==> src/hw/etu_retry_pkg.sv <==
// constants shared by the contact uart etu divider and parity retry block
// assumes an axi4-lite master on REF_CLK and a character engine beside it
package etu_retry_pkg;
  // register byte addresses
  localparam logic [5:0] OFF_DIV_LOW  = 6'h04;
  localparam logic [5:0] OFF_DIV_HIGH = 6'h0c;
  localparam logic [5:0] OFF_FEC      = 6'h20;
  localparam logic [5:0] OFF_STATUS   = 6'h24;
  localparam logic [5:0] OFF_MASK     = 6'h28;
  localparam logic [5:0] OFF_SLOT     = 6'h2c;
  // reset values
  localparam logic [7:0]  DIV_LOW_RESET  = 8'h74;
  localparam logic [7:0]  DIV_HIGH_RESET = 8'h01;
  localparam logic [15:0] DIV_RESET      = {DIV_HIGH_RESET, DIV_LOW_RESET};
  localparam logic [9:0]  FEC_RESET      = 10'h000;
  // fifo_error_control fields
  localparam int LIMIT_LSB = 5;
  localparam int LIMIT_W   = 3;
  localparam int T1_BIT    = 8;
  localparam int DISPE_BIT = 9;
  // status / mask fields
  localparam int FT_BIT    = 0;
  localparam int PE_BIT    = 1;
  localparam int HALT_BIT  = 2;
  localparam int CNT_LSB   = 4;
  localparam int STAT_W    = 2;
  // slot_select_register field
  localparam int AUX_BIT   = 1;
  // character pacing in etus from character start
  localparam logic [3:0] RESEND_ETU = 4'hf;
  localparam logic [3:0] NEXT_ETU   = 4'hd;
  // axi responses
  localparam logic [1:0] RESP_OKAY   = 2'h0;
  localparam logic [1:0] RESP_SLVERR = 2'h2;
  typedef enum logic [2:0] {
    PACE_IDLE   = 3'b001,
    PACE_NEXT   = 3'b010,
    PACE_RESEND = 3'b100
  } pace_type;
endpackage

==> src/hw/line_sync.sv <==
// two-flop synchroniser with rising edge detect
// assumes din is asynchronous to clk and slower than clk / 2
`timescale 1ns/1ps
`default_nettype none
module line_sync (
  // clock and reset
  input  wire logic clk,
  input  wire logic rst,
  input  wire logic ce,
  // pin and edge
  input  wire logic din,
  output logic      rise
);
  logic stage1;
  logic stage2;
  logic stage3;

  // stage1 feeds stage2 only, the edge detect looks at stage2 onward
  always_ff @(posedge clk or posedge rst) begin
    if (rst) begin
      stage1 <= 1'b0;
      stage2 <= 1'b0;
      stage3 <= 1'b0;
      rise   <= 1'b0;
    end else if (ce) begin
      stage1 <= din;
      stage2 <= stage1;
      stage3 <= stage2;
      rise   <= stage2 & ~stage3;
    end
  end
endmodule
`default_nettype wire

==> src/hw/etu_timer.sv <==
// etu counter: counts interface clock edges up to the 16-bit divider
// assumes divider is at least 16, so ticks never run back to back
`timescale 1ns/1ps
`default_nettype none
module etu_timer (
  // clock and reset
  input  wire logic        clk,
  input  wire logic        rst,
  input  wire logic        ce,
  // count source and setting
  input  wire logic        step,
  input  wire logic [15:0] divider,
  // etu boundary
  output logic             tick
);
  logic [15:0] count;
  logic [15:0] active_div;
  wire         last = step && (count == active_div - 16'h0001);

  always_ff @(posedge clk or posedge rst) begin
    if (rst) begin
      count      <= 16'h0000;
      active_div <= etu_retry_pkg::DIV_RESET;
      tick       <= 1'b0;
    end else if (ce) begin
      tick <= last;
      if (last) begin
        count      <= 16'h0000;
        // new setting waits for the boundary, so no unit is cut short
        active_div <= divider;
      end else if (step) begin
        count <= count + 16'h0001;
      end
    end
  end
endmodule
`default_nettype wire

==> src/hw/contact_uart_etu_retry.sv <==
// contact uart etu divider and t=0 parity retry control, axi4-lite slave
// assumes a character engine on REF_CLK reporting characters and acks
// Functional notes
// - etu counts interface clock cycles to divider
// - divider is low and high byte, reset 0x174
// - each divider byte banked per slot, one address
// - retry limit 000 flags one error, 111 eight
// - good received character clears error counter
// - nacked character resent automatically at 15 etu
// - accepted character clears counter before limit
// - nonzero limit plus one nacks halts, sets parity flag
// - threshold and parity flags are interrupt sources
// - limit zero: no resend, next at 13
// - t=1 flags parity on first bad character
// - aux select routes to auxiliary slot settings
//
// Implementation choice: the AXI4-Lite register port.
`timescale 1ns/1ps
`default_nettype none
module contact_uart_etu_retry (
  // clock, reset, enable
  input  wire logic        REF_CLK,
  input  wire logic        RST,
  input  wire logic        CE,
  // axi4-lite write
  input  wire logic [5:0]  AWADDR,
  input  wire logic        AWVALID,
  output logic             AWREADY,
  input  wire logic [31:0] WDATA,
  input  wire logic [3:0]  WSTRB,
  input  wire logic        WVALID,
  output logic             WREADY,
  output logic [1:0]       BRESP,
  output logic             BVALID,
  input  wire logic        BREADY,
  // axi4-lite read
  input  wire logic [5:0]  ARADDR,
  input  wire logic        ARVALID,
  output logic             ARREADY,
  output logic [31:0]      RDATA,
  output logic [1:0]       RRESP,
  output logic             RVALID,
  input  wire logic        RREADY,
  // contact interface clock pin
  input  wire logic        CI_CLK,
  // character engine events
  input  wire logic        RX_CHAR_DONE,
  input  wire logic        RX_PARITY_BAD,
  input  wire logic        TX_CHAR_START,
  input  wire logic        TX_CHAR_ACK,
  input  wire logic        TX_CHAR_NACK,
  input  wire logic        FIFO_THRESHOLD,
  // to character engine
  output logic             ETU_TICK,
  output logic             TX_NEXT,
  output logic             TX_RESEND,
  output logic             TX_HALT,
  output logic             PARITY_CHECK_DISABLE,
  output logic             AUX_SLOT,
  // interrupt
  output logic             IRQ
);
  // bus state
  logic        aw_held;
  logic [5:0]  aw_addr;
  logic        w_held;
  logic [31:0] w_data;
  logic [3:0]  w_strb;
  logic [31:0] rd_value;
  logic        rd_ok;
  // registers
  logic [7:0]  div_low [2];
  logic [7:0]  div_high [2];
  logic [9:0]  fec;
  localparam int STAT_W_L = etu_retry_pkg::STAT_W;
  logic [STAT_W_L-1:0] status;
  logic [STAT_W_L-1:0] mask;
  logic        aux;
  // retry state
  logic [3:0]  err_cnt;
  logic [3:0]  gap;
  etu_retry_pkg::pace_type pace;
  logic        ci_rise;

  // write decode
  wire do_write = aw_held && w_held && !BVALID;
  wire a_low    = aw_addr == etu_retry_pkg::OFF_DIV_LOW;
  wire a_high   = aw_addr == etu_retry_pkg::OFF_DIV_HIGH;
  wire a_fec    = aw_addr == etu_retry_pkg::OFF_FEC;
  wire a_stat   = aw_addr == etu_retry_pkg::OFF_STATUS;
  wire a_mask   = aw_addr == etu_retry_pkg::OFF_MASK;
  wire a_slot   = aw_addr == etu_retry_pkg::OFF_SLOT;
  wire wr_ok    = a_low | a_high | a_fec | a_stat | a_mask | a_slot;
  wire wr_low   = do_write && a_low && w_strb[0];
  wire wr_high  = do_write && a_high && w_strb[0];
  wire wr_fec0  = do_write && a_fec && w_strb[0];
  wire wr_fec1  = do_write && a_fec && w_strb[1];
  wire wr_stat  = do_write && a_stat && w_strb[0];
  wire wr_mask  = do_write && a_mask && w_strb[0];
  wire wr_slot  = do_write && a_slot && w_strb[0];
  wire new_aux  = w_data[etu_retry_pkg::AUX_BIT];
  wire slot_chg = wr_slot && (new_aux != aux);

  assign AWREADY = !aw_held && !BVALID;
  assign WREADY  = !w_held && !BVALID;
  assign ARREADY = !RVALID;

  always_ff @(posedge REF_CLK or posedge RST) begin
    if (RST) begin
      aw_held <= 1'b0;
      aw_addr <= 6'h00;
      w_held  <= 1'b0;
      w_data  <= 32'h0000_0000;
      w_strb  <= 4'h0;
      BVALID  <= 1'b0;
      BRESP   <= etu_retry_pkg::RESP_OKAY;
    end else if (CE) begin
      if (AWVALID && AWREADY) begin
        aw_held <= 1'b1;
        aw_addr <= AWADDR;
      end
      if (WVALID && WREADY) begin
        w_held <= 1'b1;
        w_data <= WDATA;
        w_strb <= WSTRB;
      end
      if (do_write) begin
        aw_held <= 1'b0;
        w_held  <= 1'b0;
        BVALID  <= 1'b1;
        BRESP   <= wr_ok ? etu_retry_pkg::RESP_OKAY
                         : etu_retry_pkg::RESP_SLVERR;
      end else if (BVALID && BREADY) begin
        BVALID <= 1'b0;
      end
    end
  end

  // read mux
  always_comb begin
    rd_value = 32'h0000_0000;
    rd_ok    = 1'b1;
    if (ARADDR == etu_retry_pkg::OFF_DIV_LOW) begin
      rd_value[7:0] = div_low[aux];
    end else if (ARADDR == etu_retry_pkg::OFF_DIV_HIGH) begin
      rd_value[7:0] = div_high[aux];
    end else if (ARADDR == etu_retry_pkg::OFF_FEC) begin
      rd_value[9:0] = fec;
    end else if (ARADDR == etu_retry_pkg::OFF_STATUS) begin
      rd_value[STAT_W_L-1:0]                  = status;
      rd_value[etu_retry_pkg::HALT_BIT]       = TX_HALT;
      rd_value[etu_retry_pkg::CNT_LSB +: 4]   = err_cnt;
    end else if (ARADDR == etu_retry_pkg::OFF_MASK) begin
      rd_value[STAT_W_L-1:0] = mask;
    end else if (ARADDR == etu_retry_pkg::OFF_SLOT) begin
      rd_value[etu_retry_pkg::AUX_BIT] = aux;
    end else begin
      rd_ok = 1'b0;
    end
  end

  always_ff @(posedge REF_CLK or posedge RST) begin
    if (RST) begin
      RVALID <= 1'b0;
      RDATA  <= 32'h0000_0000;
      RRESP  <= etu_retry_pkg::RESP_OKAY;
    end else if (CE) begin
      if (ARVALID && ARREADY) begin
        RVALID <= 1'b1;
        RDATA  <= rd_value;
        RRESP  <= rd_ok ? etu_retry_pkg::RESP_OKAY
                        : etu_retry_pkg::RESP_SLVERR;
      end else if (RVALID && RREADY) begin
        RVALID <= 1'b0;
      end
    end
  end

  // banked divider bytes, one copy per slot
  for (genvar g = 0; g < 2; g++) begin : bank
    wire sel = aux == 1'(g);
    always_ff @(posedge REF_CLK or posedge RST) begin
      if (RST) begin
        div_low[g]  <= etu_retry_pkg::DIV_LOW_RESET;
        div_high[g] <= etu_retry_pkg::DIV_HIGH_RESET;
      end else if (CE) begin
        if (wr_low && sel)
          div_low[g] <= w_data[7:0];
        if (wr_high && sel)
          div_high[g] <= w_data[7:0];
      end
    end
  end

  // fields of fifo_error_control
  wire [2:0] limit = fec[etu_retry_pkg::LIMIT_LSB +: etu_retry_pkg::LIMIT_W];
  wire       t1    = fec[etu_retry_pkg::T1_BIT];
  wire       dispe = fec[etu_retry_pkg::DISPE_BIT];
  wire [3:0] limit_plus = {1'b0, limit} + 4'h1;
  wire [3:0] cnt_inc    = err_cnt + 4'h1;
  wire       cnt_full   = cnt_inc == limit_plus;
  wire       rx_bad     = RX_CHAR_DONE && RX_PARITY_BAD && !dispe;
  wire       rx_good    = RX_CHAR_DONE && !RX_PARITY_BAD;
  wire       tx_nack    = TX_CHAR_NACK && !t1 && !dispe && !TX_HALT;
  wire       nack_halt  = tx_nack && limit != 3'h0 && cnt_full;
  wire       nack_retry = tx_nack && limit != 3'h0 && !cnt_full;
  wire       nack_zero  = tx_nack && limit == 3'h0;
  wire       rx_pe      = rx_bad && (t1 || cnt_full);
  wire       set_pe     = rx_pe || nack_halt || nack_zero;
  wire [STAT_W_L-1:0] set_bits = {set_pe, FIFO_THRESHOLD};
  wire [STAT_W_L-1:0] clr_bits = wr_stat ? w_data[STAT_W_L-1:0]
                                         : {STAT_W_L{1'b0}};
  wire [STAT_W_L-1:0] keep     = slot_chg ? {STAT_W_L{1'b0}} : ~clr_bits;

  always_ff @(posedge REF_CLK or posedge RST) begin
    if (RST) begin
      fec    <= etu_retry_pkg::FEC_RESET;
      mask   <= {STAT_W_L{1'b0}};
      aux    <= 1'b0;
      status <= {STAT_W_L{1'b0}};
      IRQ    <= 1'b0;
    end else if (CE) begin
      if (wr_fec0)
        fec[7:0] <= w_data[7:0];
      if (wr_fec1)
        fec[9:8] <= w_data[9:8];
      if (wr_mask)
        mask <= w_data[STAT_W_L-1:0];
      if (wr_slot)
        aux <= new_aux;
      // a new event wins over a clear in the same cycle
      status <= (status & keep) | set_bits;
      IRQ    <= |(status & mask);
    end
  end

  // error counter, halt and pacing
  always_ff @(posedge REF_CLK or posedge RST) begin
    if (RST) begin
      err_cnt   <= 4'h0;
      TX_HALT   <= 1'b0;
      gap       <= 4'h0;
      pace      <= etu_retry_pkg::PACE_IDLE;
      TX_NEXT   <= 1'b0;
      TX_RESEND <= 1'b0;
    end else if (CE) begin
      TX_NEXT   <= 1'b0;
      TX_RESEND <= 1'b0;
      if (slot_chg) begin
        err_cnt <= 4'h0;
      end else if (nack_halt || nack_zero) begin
        err_cnt <= 4'h0;
      end else if (nack_retry) begin
        err_cnt <= cnt_inc;
      end else if (TX_CHAR_ACK && !t1) begin
        err_cnt <= 4'h0;
      end else if (rx_bad && !t1) begin
        err_cnt <= cnt_full ? 4'h0 : cnt_inc;
      end else if (rx_good && !t1) begin
        err_cnt <= 4'h0;
      end
      // a disable pulse from firmware unlocks a halted transmitter
      if (nack_halt)
        TX_HALT <= 1'b1;
      else if (dispe || slot_chg)
        TX_HALT <= 1'b0;
      if (TX_CHAR_START)
        gap <= 4'h0;
      else if (ETU_TICK && gap != etu_retry_pkg::RESEND_ETU)
        gap <= gap + 4'h1;
      case (pace)
        etu_retry_pkg::PACE_IDLE: begin
          if (nack_retry)
            pace <= etu_retry_pkg::PACE_RESEND;
          else if (TX_CHAR_ACK || nack_zero || (TX_CHAR_NACK && t1))
            pace <= etu_retry_pkg::PACE_NEXT;
        end
        etu_retry_pkg::PACE_NEXT: begin
          if (nack_halt || TX_CHAR_START) begin
            pace <= etu_retry_pkg::PACE_IDLE;
          end else if (gap >= etu_retry_pkg::NEXT_ETU) begin
            TX_NEXT <= !TX_HALT;
            pace    <= etu_retry_pkg::PACE_IDLE;
          end
        end
        etu_retry_pkg::PACE_RESEND: begin
          if (TX_CHAR_START) begin
            pace <= etu_retry_pkg::PACE_IDLE;
          end else if (gap >= etu_retry_pkg::RESEND_ETU) begin
            TX_RESEND <= 1'b1;
            pace      <= etu_retry_pkg::PACE_IDLE;
          end
        end
        default: pace <= etu_retry_pkg::PACE_IDLE;
      endcase
    end
  end

  assign PARITY_CHECK_DISABLE = dispe;
  assign AUX_SLOT             = aux;

  // interface clock edges drive the etu; divider itself must stay >= 16
  line_sync ci_sync (
    .clk  (REF_CLK),
    .rst  (RST),
    .ce   (CE),
    .din  (CI_CLK),
    .rise (ci_rise)
  );

  etu_timer etu (
    .clk     (REF_CLK),
    .rst     (RST),
    .ce      (CE),
    .step    (ci_rise),
    .divider ({div_high[aux], div_low[aux]}),
    .tick    (ETU_TICK)
  );
endmodule
`default_nettype wire

==> config.mk <==
export PLATFORM = sky130hd
export DESIGN_NAME = contact_uart_etu_retry
export DESIGN_NICKNAME = d
export VERILOG_FILES = /design/src/hw/etu_retry_pkg.sv /design/src/hw/line_sync.sv /design/src/hw/etu_timer.sv /design/src/hw/contact_uart_etu_retry.sv
export SDC_FILE = /design/constraint.sdc
export NUM_CORES = 1
export LEC_CHECK = 0
export BUFFER_PORTS_ARGS = -buffer_cell sky130_fd_sc_hd__buf_2
export CELL_PAD_IN_SITES_DETAIL_PLACEMENT = 2
export CELL_PAD_IN_SITES_GLOBAL_PLACEMENT = 2
export CORE_MARGIN = 2
export CORE_UTILIZATION = 30
export CTS_CLUSTER_SIZE = 25
export DETAILED_ROUTE_END_ITERATION = 7
export GPL_ROUTABILITY_DRIVEN = 0
export PLACE_DENSITY = 0.79
export SYNTH_ARGS = -nofsm -noshare
export SYNTH_HDL_FRONTEND = slang
export SYNTH_SLANG_ARGS = --single-unit
==> constraint.sdc <==
create_clock -name REF_CLK -period 4.75 [get_ports REF_CLK]
set_clock_uncertainty 0.2 [all_clocks]
set_input_delay 0.7125 -clock REF_CLK [delete_from_list [all_inputs] [get_ports REF_CLK]]
set_output_delay 0.7125 -clock REF_CLK [all_outputs]
set_load 0.01 [all_outputs]
Word level (Yosys, flattened, before mapping)

Index checks and enable logic that the tools add are counted.

Logic and storage cells: 234
Input bits: 63
Register bits after elaboration: 135
Output and inout port bits: 48

Reduce and logical (&&, ||, !) cells: 94
Muxes and demuxes: 64
$lt $le $gt $ge: 3
$add $sub $neg: 5
Bitwise gates (word level): 13
Eq/ne operators: 22

Operators by type and width:

| kind                                                     | count |
|---|---|
| two-way mux 8 bit                                        | 8 |
| == test 6 bit, second input constant                     | 8 |
| logical AND 1 bit                                        | 44 |
| two-way mux 4 bit                                        | 11 |
| AND reduction 2 bit                                      | 21 |
| two-way mux 16 bit                                       | 2 |
| two-way mux 1 bit                                        | 27 |
| two-way mux 3 bit                                        | 7 |
| adder 16 x 1 -> 16 bit, second input constant            | 1 |
| == test 16 bit                                           | 1 |
| two-way mux 2 bit                                        | 8 |
| subtractor 16 x 1 -> 16 bit, second input constant       | 1 |
| nonzero test 2 bit                                       | 7 |
| == test 6 x 3 -> 1 bit, second input constant            | 2 |
| == test 6 x 4 -> 1 bit, second input constant            | 2 |
| logical NOT 1 bit                                        | 9 |
| inequality test 3 bit, second input constant             | 3 |
| case mux 3 bit (3 select lines)                          | 1 |
| adder 4 x 1 -> 4 bit, second input constant              | 2 |
| greater-or-equal comparator 4 bit, second input constant | 2 |
| logical OR 1 bit                                         | 8 |
| nonzero test 6 bit                                       | 1 |
| bitwise OR 1 bit                                         | 5 |
| adder 3 x 1 -> 4 bit, second input constant              | 1 |
| 17 further kinds                                         | 19 |

Depth between registers and ports, before layout

Gate-level depths: netlist (run 1).

Depth in word-level cells: 10
Gate-level depth with buffers: 10
Gate-level depth less buffers: 8

Modules after synthesis

Synthesis (run 1) repeated with hierarchy kept, for this count alone.

Cell total of the unflattened synthesis: 645
Area total of the unflattened synthesis: 7160.6 µm²

Modules (own cells, without submodules):

| module                 | cells each | area an instance (µm²) | seq. area each (µm²) | times used |
|---|---|---|---|---|
| contact_uart_etu_retry | 431        | 4944.7                 | 2416.1               | 1 |
| etu_timer              | 203        | 2062.0                 | 832.0                | 1 |
| line_sync              | 11         | 153.9                  | 100.1                | 1 |

Worst setup path after synthesis (run 1)

No wires, ideal clock.

Path type: register -> register
Start: register etu.active_div[0]
End: register etu.active_div[11]
Setup time: 0.125 ns
Setup slack: 1.614 ns
Data arrival time: 2.811 ns
Buffers on the path: 1
Data required time: 4.425 ns
Stages on the path, launching flop included: 10
Clock period less this slack: 3.136 ns
Cell sequence: dfrtp_1 inv_1 ha_1 or4b_2 nor4_1 xnor2_1 o211ai_1 nor4_4 buf_6 mux2_2

Longest elaborated chain between the ends: 4

Ends and longest elaborated chain:

| element                       | line            | source |
|---|---|---|
| start, declared               | etu_timer.sv:17 | `logic [15:0] active_div;` |
| start signal, assigned        | etu_timer.sv:23 | `active_div <= etu_retry_pkg::DIV_RESET;` |
| start signal, assigned        | etu_timer.sv:30 | `active_div <= divider;` |
| subtractor 16 x 1 -> 16 bit   | etu_timer.sv:18 | `wire last = step && (count == active_div - 16'h0001);` |
| == test 16 bit                | etu_timer.sv:18 |  |
| logical AND 1 bit             | etu_timer.sv:18 |  |
| AND reduction 2 bit (no line) | n/a             |  |

Every way passes these cells.
A chain may end at the register's enable or synchronous reset.

Worst setup path in the final report (run 1)

Start: register etu.active_div[0]
End: register etu.active_div[15]

Same word-level chain as after synthesis.

==> metrics.cfg, run 1 <==
[run_status]
status = completed

[pwr]
power_density_nw_per_um2 = 451.4
p_sw_mw = 1.079
power_leakage_nw = 3.695
worst_ir_drop_vdd_mv = 0.2755
comb_power_share_pct = 17.4
p_sw_share_pct = 29.82
intPower_mw = 2.540
clkPwrFrac_pct = 38.6
power_frac_seq_pct = 44.0

[clock_network]
root_buffer = clkbuf_16
cts_tree = built
h-tree-depth = 4
cts_buffers = 17
clkTransAtPathRegs_ns = 0.06
clock_latency_ns = 0.43
cts.sinks = 133
post_cts_buffers = 0
cts_resized = 0
cts_buffer_depth = 2
postCtsHoldBufs = 0

[route]
postRouteAntennaNets = 0
first_pass_iters = 4
via_per_inst = 5.037
vias = 4941
detail_route.wl_per_cell_um = 18.98
totalWireLength_mm = 18.62
drt-initial-drc-count = 147
drc = 0

[timing]
finalSetupTns_ns = 0
fmax_mhz = 275.0
relSlewSlack_pct = 27.35
finalCritPeriodShare_pct = 76.56
finalHoldWorstSlack_ns = 0.2689
grt_setup_unrepaired = false
hold_violations = 0
slew_viol_final = 0
min_period_ns = 3.637
fin_ws_ns = 1.113
tightest_slew_ns = 1.090
setup_viol = 0

[setup_path]
crit_slowest_cell = or4b_2
critical_path.max_stage_delay_ns = 0.69
crit_fanout = 18
arrival_ns = 3.75
path_class = reg -> reg
end_kind = flop
worst-endpoint-required_ns = 4.87
start_kind = flop
path_cells = inv_1 -> ha_1 -> or4b_2 -> nor4_1 -> xnor2_1 -> o211ai_1 -> nor4_4 -> buf_4 -> mux2_2

[die]
core_region_area_um2 = 22570
initial_utilization_pct = 30.40
die_area_um2 = 24100
rows = 55
fp.dieH_um = 155.2
dieWidth_um = 155.2
ioPinCount = 111

[global_routing]
grt_start_max_net_pins = 75
grt_pass1_vias = 5489
antenna_found_initial = 1
grt_overflow = 0
track_usage_pct = 16.46
grt_pass1_wl_mm = 30.48

[synth]
yosysSeqAreaShare_pct = 48.80
avgSynthCellArea_um2 = 11.07
synth_edf_count = 0
ys_async_sr_fraction_pct = 100.0
synth.distinct_cells = 59
yosys_most_used_dff = dfrtp_1
yosys_warnings = 0
ys_top_cells_by_area = dfrtp_1 43%, mux2_2 14%, dfstp_2 6.1%
yosysTopAreaCellShare_pct = 42.67
synth_seq_cells = 133
syn_inst = 620
netlist_area_um2 = 6862
synthMostInstantiatedCell = dfrtp_1
yosysTopAreaCell = dfrtp_1
ys_top_cells_by_count = 117 x dfrtp_1, 84 x mux2_2, 53 x nand2_1

[min_path]
hold_path_class = reg -> reg

[place]
dp_slack_ns = 1.251
post-dp-hpwl_mm = 13.16
numPortBuffers = 62

[layout]
multi_input_area_um2 = 3248
final_nets = 754
regArea_um2 = 3348
syn_to_final_growth_pct = 16.85
drive_gt1_share_pct = 30.03
diodes = 0
num-fill-cells = 2466

[run]
cap_violations = 0

[cells by family after synthesis]
family	after synthesis	share of synthesized area (%)
buffers and inverters	67	5.197
xor gates and xnor gates	42	5.580
AOI/OAI and AO/OA	85	8.260
and+or+nand+nor	177	13.33
adders and majority gates	8	1.459
muxes	107	17.32
other	1	0.05465
DFF	133	48.80
[area by class of cell]
class	instances	area share, %
flip-flops and latches	133	41.76
multi-input cells	443	40.51
inverters	21	1.014
well taps	285	4.448
repair buffers	67	4.494
clock inverters	13	2.247
clock buffers	19	5.524
[layer usage]
metal  routed length, um  GRT usage (%)  up-vias  share of wire (%)
met5                  13              0        -              0.070
met4                 217          4.631        2                1.2
met3                 597          3.510       18                3.2
met2                9334          28.15       75                 50
met1                8460          21.10     2567                 45
li1                    -              -     2279                  -
[critical path, delay by kind of cell (launching register included)]
kind / cells / cell delay, ns
AND/OR/NAND/NOR: 3 / 1.48
buffers and inverters: 2 / 0.43
flip-flops: 1 / 0.41
multiplexers: 1 / 0.38
AO/OA/AOI/OAI: 1 / 0.19
XOR/XNOR: 1 / 0.20
adder cells (fa/ha/maj): 1 / 0.23
[sequential cells by signal (all words and copies together), names as in the netlist, 3 cells and up]
signal,cells
pace,3
RDATA,10
err_cnt,4
div_high,16
etu.active_div,16
aw_addr,6
div_low,16
etu.count,16
gap,4
w_data,10
fec,10
[final timing paths]
path                            slack, ns  cells past startpoint                        endpoint                     startpoint
worst max-delay path                 1.11                      9  etu.active_div[15]$_DFFE_PP0P_  etu.active_div[0]$_DFFE_PP0P_
min in group asynchronous            0.31                      2        etu.count[6]$_DFFE_PP0P_                            RST
worst min register to register       0.27                      1        ci_sync.rise$_DFFE_PP0P_     ci_sync.stage3$_DFFE_PP0P_
max in group asynchronous            3.13                      3          div_low[6]$_DFFE_PP1P_                            RST
worst max register to register       1.11                      9  etu.active_div[15]$_DFFE_PP0P_  etu.active_div[0]$_DFFE_PP0P_
worst min-delay path                 0.27                      1        ci_sync.rise$_DFFE_PP0P_     ci_sync.stage3$_DFFE_PP0P_
[power by group through the flow]
stage | Combinational, mW | Clock (mW) | Sequential (mW)
2_1_floorplan | 0.488 | 0 | 1.50
3_3_place_gp | 0.595 | 0 | 1.60
3_5_place_dp | 0.632 | 0 | 1.61
4_1_cts | 0.642 | 1.43 | 1.60
5_1_grt | 0.701 | 1.48 | 1.64
6_report | 0.630 | 1.40 | 1.59
[stage by stage]
stage	instances	power [mW]	util (%)	cell area (um^2)
5_1_grt	981	3.815	35.52	8018
4_1_cts	981	3.668	35.52	8018
3_5_place_dp	949	2.242	32.76	7395
2_1_floorplan	643	1.989	-	6948
3_3_place_gp	949	2.192	32.76	7395
6_report	981	3.619	35.52	8018
[cell usage in the layout, fill, tap and decap left out, drive strengths merged, types with 4 or more instances in the layout]
cell | synthesis | routed
a21oi | 17 | 17
a22o | 4 | 4
and3 | 13 | 13
and4 | 4 | 4
buf | 30 | 67
bufinv | 0 | 4
clkbuf | 16 | 19
clkinv | 1 | 6
conb | 1 | 24
dfrtp | 117 | 117
dfstp | 16 | 16
ha | 8 | 8
inv | 20 | 21
mux2 | 84 | 84
mux2i | 22 | 22
nand2 | 53 | 53
nand2b | 4 | 4
nand3 | 15 | 15
nand3b | 6 | 6
nand4 | 5 | 5
nor2 | 37 | 37
nor3 | 15 | 15
nor4 | 6 | 6
o21a | 4 | 4
o21ai | 30 | 30
o22ai | 8 | 8
o31ai | 4 | 4
or4 | 4 | 4
xnor2 | 20 | 20
xor2 | 21 | 21
No activity file was read; power rests on OpenSTA's default activity.
==> run 2: changes to the inputs <==
clock period = 3.4 ns   (was 4.75 ns; I/O delays follow)
==> run 2 against run 1 <==
Net effect:
- clock-buffer cell count shrank 2
- hold slack got worse by 0.18 ns
- clock power grew 41%
- combinational power grew 41%
- setup slack got worse by 1.0 ns
- flip-flop and latch count did not move
- register-to-register slack got worse by 1.0 ns
==> metrics.cfg, run 2 (synthesized netlist as in run 1, its figures left out) <==
[run_status]
status = completed

[timing]
grt_setup_unrepaired = false
setup_viol = 0
finalSetupTns_ns = 0
hold_violations = 0
fmax_mhz = 304.4
relSlewSlack_pct = 30.40
min_period_ns = 3.285
tightest_slew_ns = 1.044
finalCritPeriodShare_pct = 96.61
slew_viol_final = 0

[route]
via_per_inst = 5.037
drc = 0
vias = 4997
totalWireLength_mm = 18.78
drt-initial-drc-count = 149
detail_route.wl_per_cell_um = 18.93
first_pass_iters = 4
postRouteAntennaNets = 0

[clock_network]
h-tree-depth = 4
cts_buffer_depth = 2
root_buffer = clkbuf_16
post_cts_buffers = 0
clock_latency_ns = 0.43
cts.sinks = 133
clkTransAtPathRegs_ns = 0.06
cts_buffers = 17
cts_tree = built

[setup_path]
r2r_start = etu.active_div[11]$_DFFE_PP0P_
start_kind = flop
crit_fanout = 21
arrival_ns = 3.39
ff2ff_path_depth = 7
worst-endpoint-required_ns = 3.51
rr_endpoint = etu.active_div[12]$_DFFE_PP0P_
reg2reg_slack_ns = 0.12
end_kind = flop
path_class = reg -> reg

[layout]
final_nets = 765
diodes = 0
final_cell_mix = 117 x dfrtp_1, 84 x mux2_2, 62 x buf_2
num-fill-cells = 2446
syn_to_final_growth_pct = 18.47
regArea_um2 = 3348
drive_gt1_share_pct = 31.26
final_cells = 992
multi_input_area_um2 = 3254
layout.cells.most_common = dfrtp_1

[die]
initial_utilization_pct = 30.40
core_region_area_um2 = 22570
dieWidth_um = 155.2
die_area_um2 = 24100
ioPinCount = 111
rows = 55
fp.dieH_um = 155.2

[place]
dp.cells = 959
numPortBuffers = 62
post-dp-hpwl_mm = 13.40

[run]
cap_violations = 0

[global_routing]
antenna_found_initial = 1
grt_overflow = 0
grt_pass1_wl_mm = 30.75
track_usage_pct = 16.53
grt_pass1_vias = 5498
grt_start_max_net_pins = 93

[pwr]
power_density_nw_per_um2 = 625.2
power_leakage_nw = 3.757
power_mw = 5.082
worst_ir_drop_vdd_mv = 0.3109

[min_path]
min_to = status[0]$_DFFE_PP0P_
holdPathStages = 3
hold_path_class = in -> reg
holdCritStartpoint = FIFO_THRESHOLD

[run 2: how the worst max path moves through the flow]
| stage | endpoint | cells after the start | from | slack, ns |
|---|---|---|---|---|
| after floorplan | etu.active_div[11]$_DFFE_PP0P_ | 9 | etu.active_div[0]$_DFFE_PP0P_ | 0.26 |
| after global placement | etu.active_div[13]$_DFFE_PP0P_ | 9 | etu.active_div[0]$_DFFE_PP0P_ | 0.17 |
| after detailed placement | etu.active_div[12]$_DFFE_PP0P_ | 9 | etu.active_div[0]$_DFFE_PP0P_ | 0.10 |
| after CTS | etu.active_div[12]$_DFFE_PP0P_ | 9 | etu.active_div[0]$_DFFE_PP0P_ | 0.1 |
| after global routing | etu.active_div[15]$_DFFE_PP0P_ | 7 | etu.active_div[11]$_DFFE_PP0P_ | 0.009 |
| final | etu.active_div[12]$_DFFE_PP0P_ | 7 | etu.active_div[11]$_DFFE_PP0P_ | 0.12 |
[run 2: metrics by stage]
step	hold WS, ns	util, %	instance area, um^2	worst slack (ns)
2_1_floorplan	0.2247	-	6952	0.2643
3_3_place_gp	0.2450	33.15	7483	0.1685
3_5_place_dp	0.2465	33.15	7483	0.1001
4_1_cts	0.07787	35.99	8123	0.09768
5_1_grt	0.09546	36.01	8129	0.009342
6_report	0.09284	36.01	8129	0.1153
[run 2: report_power, final]
part | switching [mW] | internal (mW)
sequential | 0.364 | 1.86
combinational | 0.443 | 0.447
clock | 0.735 | 1.23
total | 1.54 | 3.54
[run 2: timing repair]
action                                 CTS  global route
endpoints found under the hold margin   20             0
hold buffers                             1             0
gates resized for setup                  0             1
setup endpoints to repair                0            11
[run 2: layout make-up]
cell class                 instances  area share [%]
sequential                       133           41.19
multi-input combinational        443           40.03
timing repair buffer              78           5.633
tap                              285           4.387
inverter                          21           1.016
clock inverter                    15           2.509
clock buffer                      17           5.233
[run 2: critical path, cell delays in order, from the launching register on]
cell	delay [ns]
dfrtp_1	0.44
or4_1	0.64
or4_4	0.46
a2111oi_4	0.40
o21ai_2	0.12
nor4_4	0.34
buf_12	0.22
mux2_2	0.35
[run 2: routing by layer]
| metal | wire length [um] | vias up | share of wire (%) | track usage [%] |
|---|---|---|---|---|
| li1 | - | 2311 | - | - |
| met1 | 8651 | 2587 | 46 | 20.98 |
| met2 | 9292 | 76 | 49 | 27.89 |
| met3 | 513 | 21 | 2.7 | 4.318 |
| met4 | 309 | 2 | 1.6 | 4.762 |
| met5 | 13 | - | 0.069 | 0 |
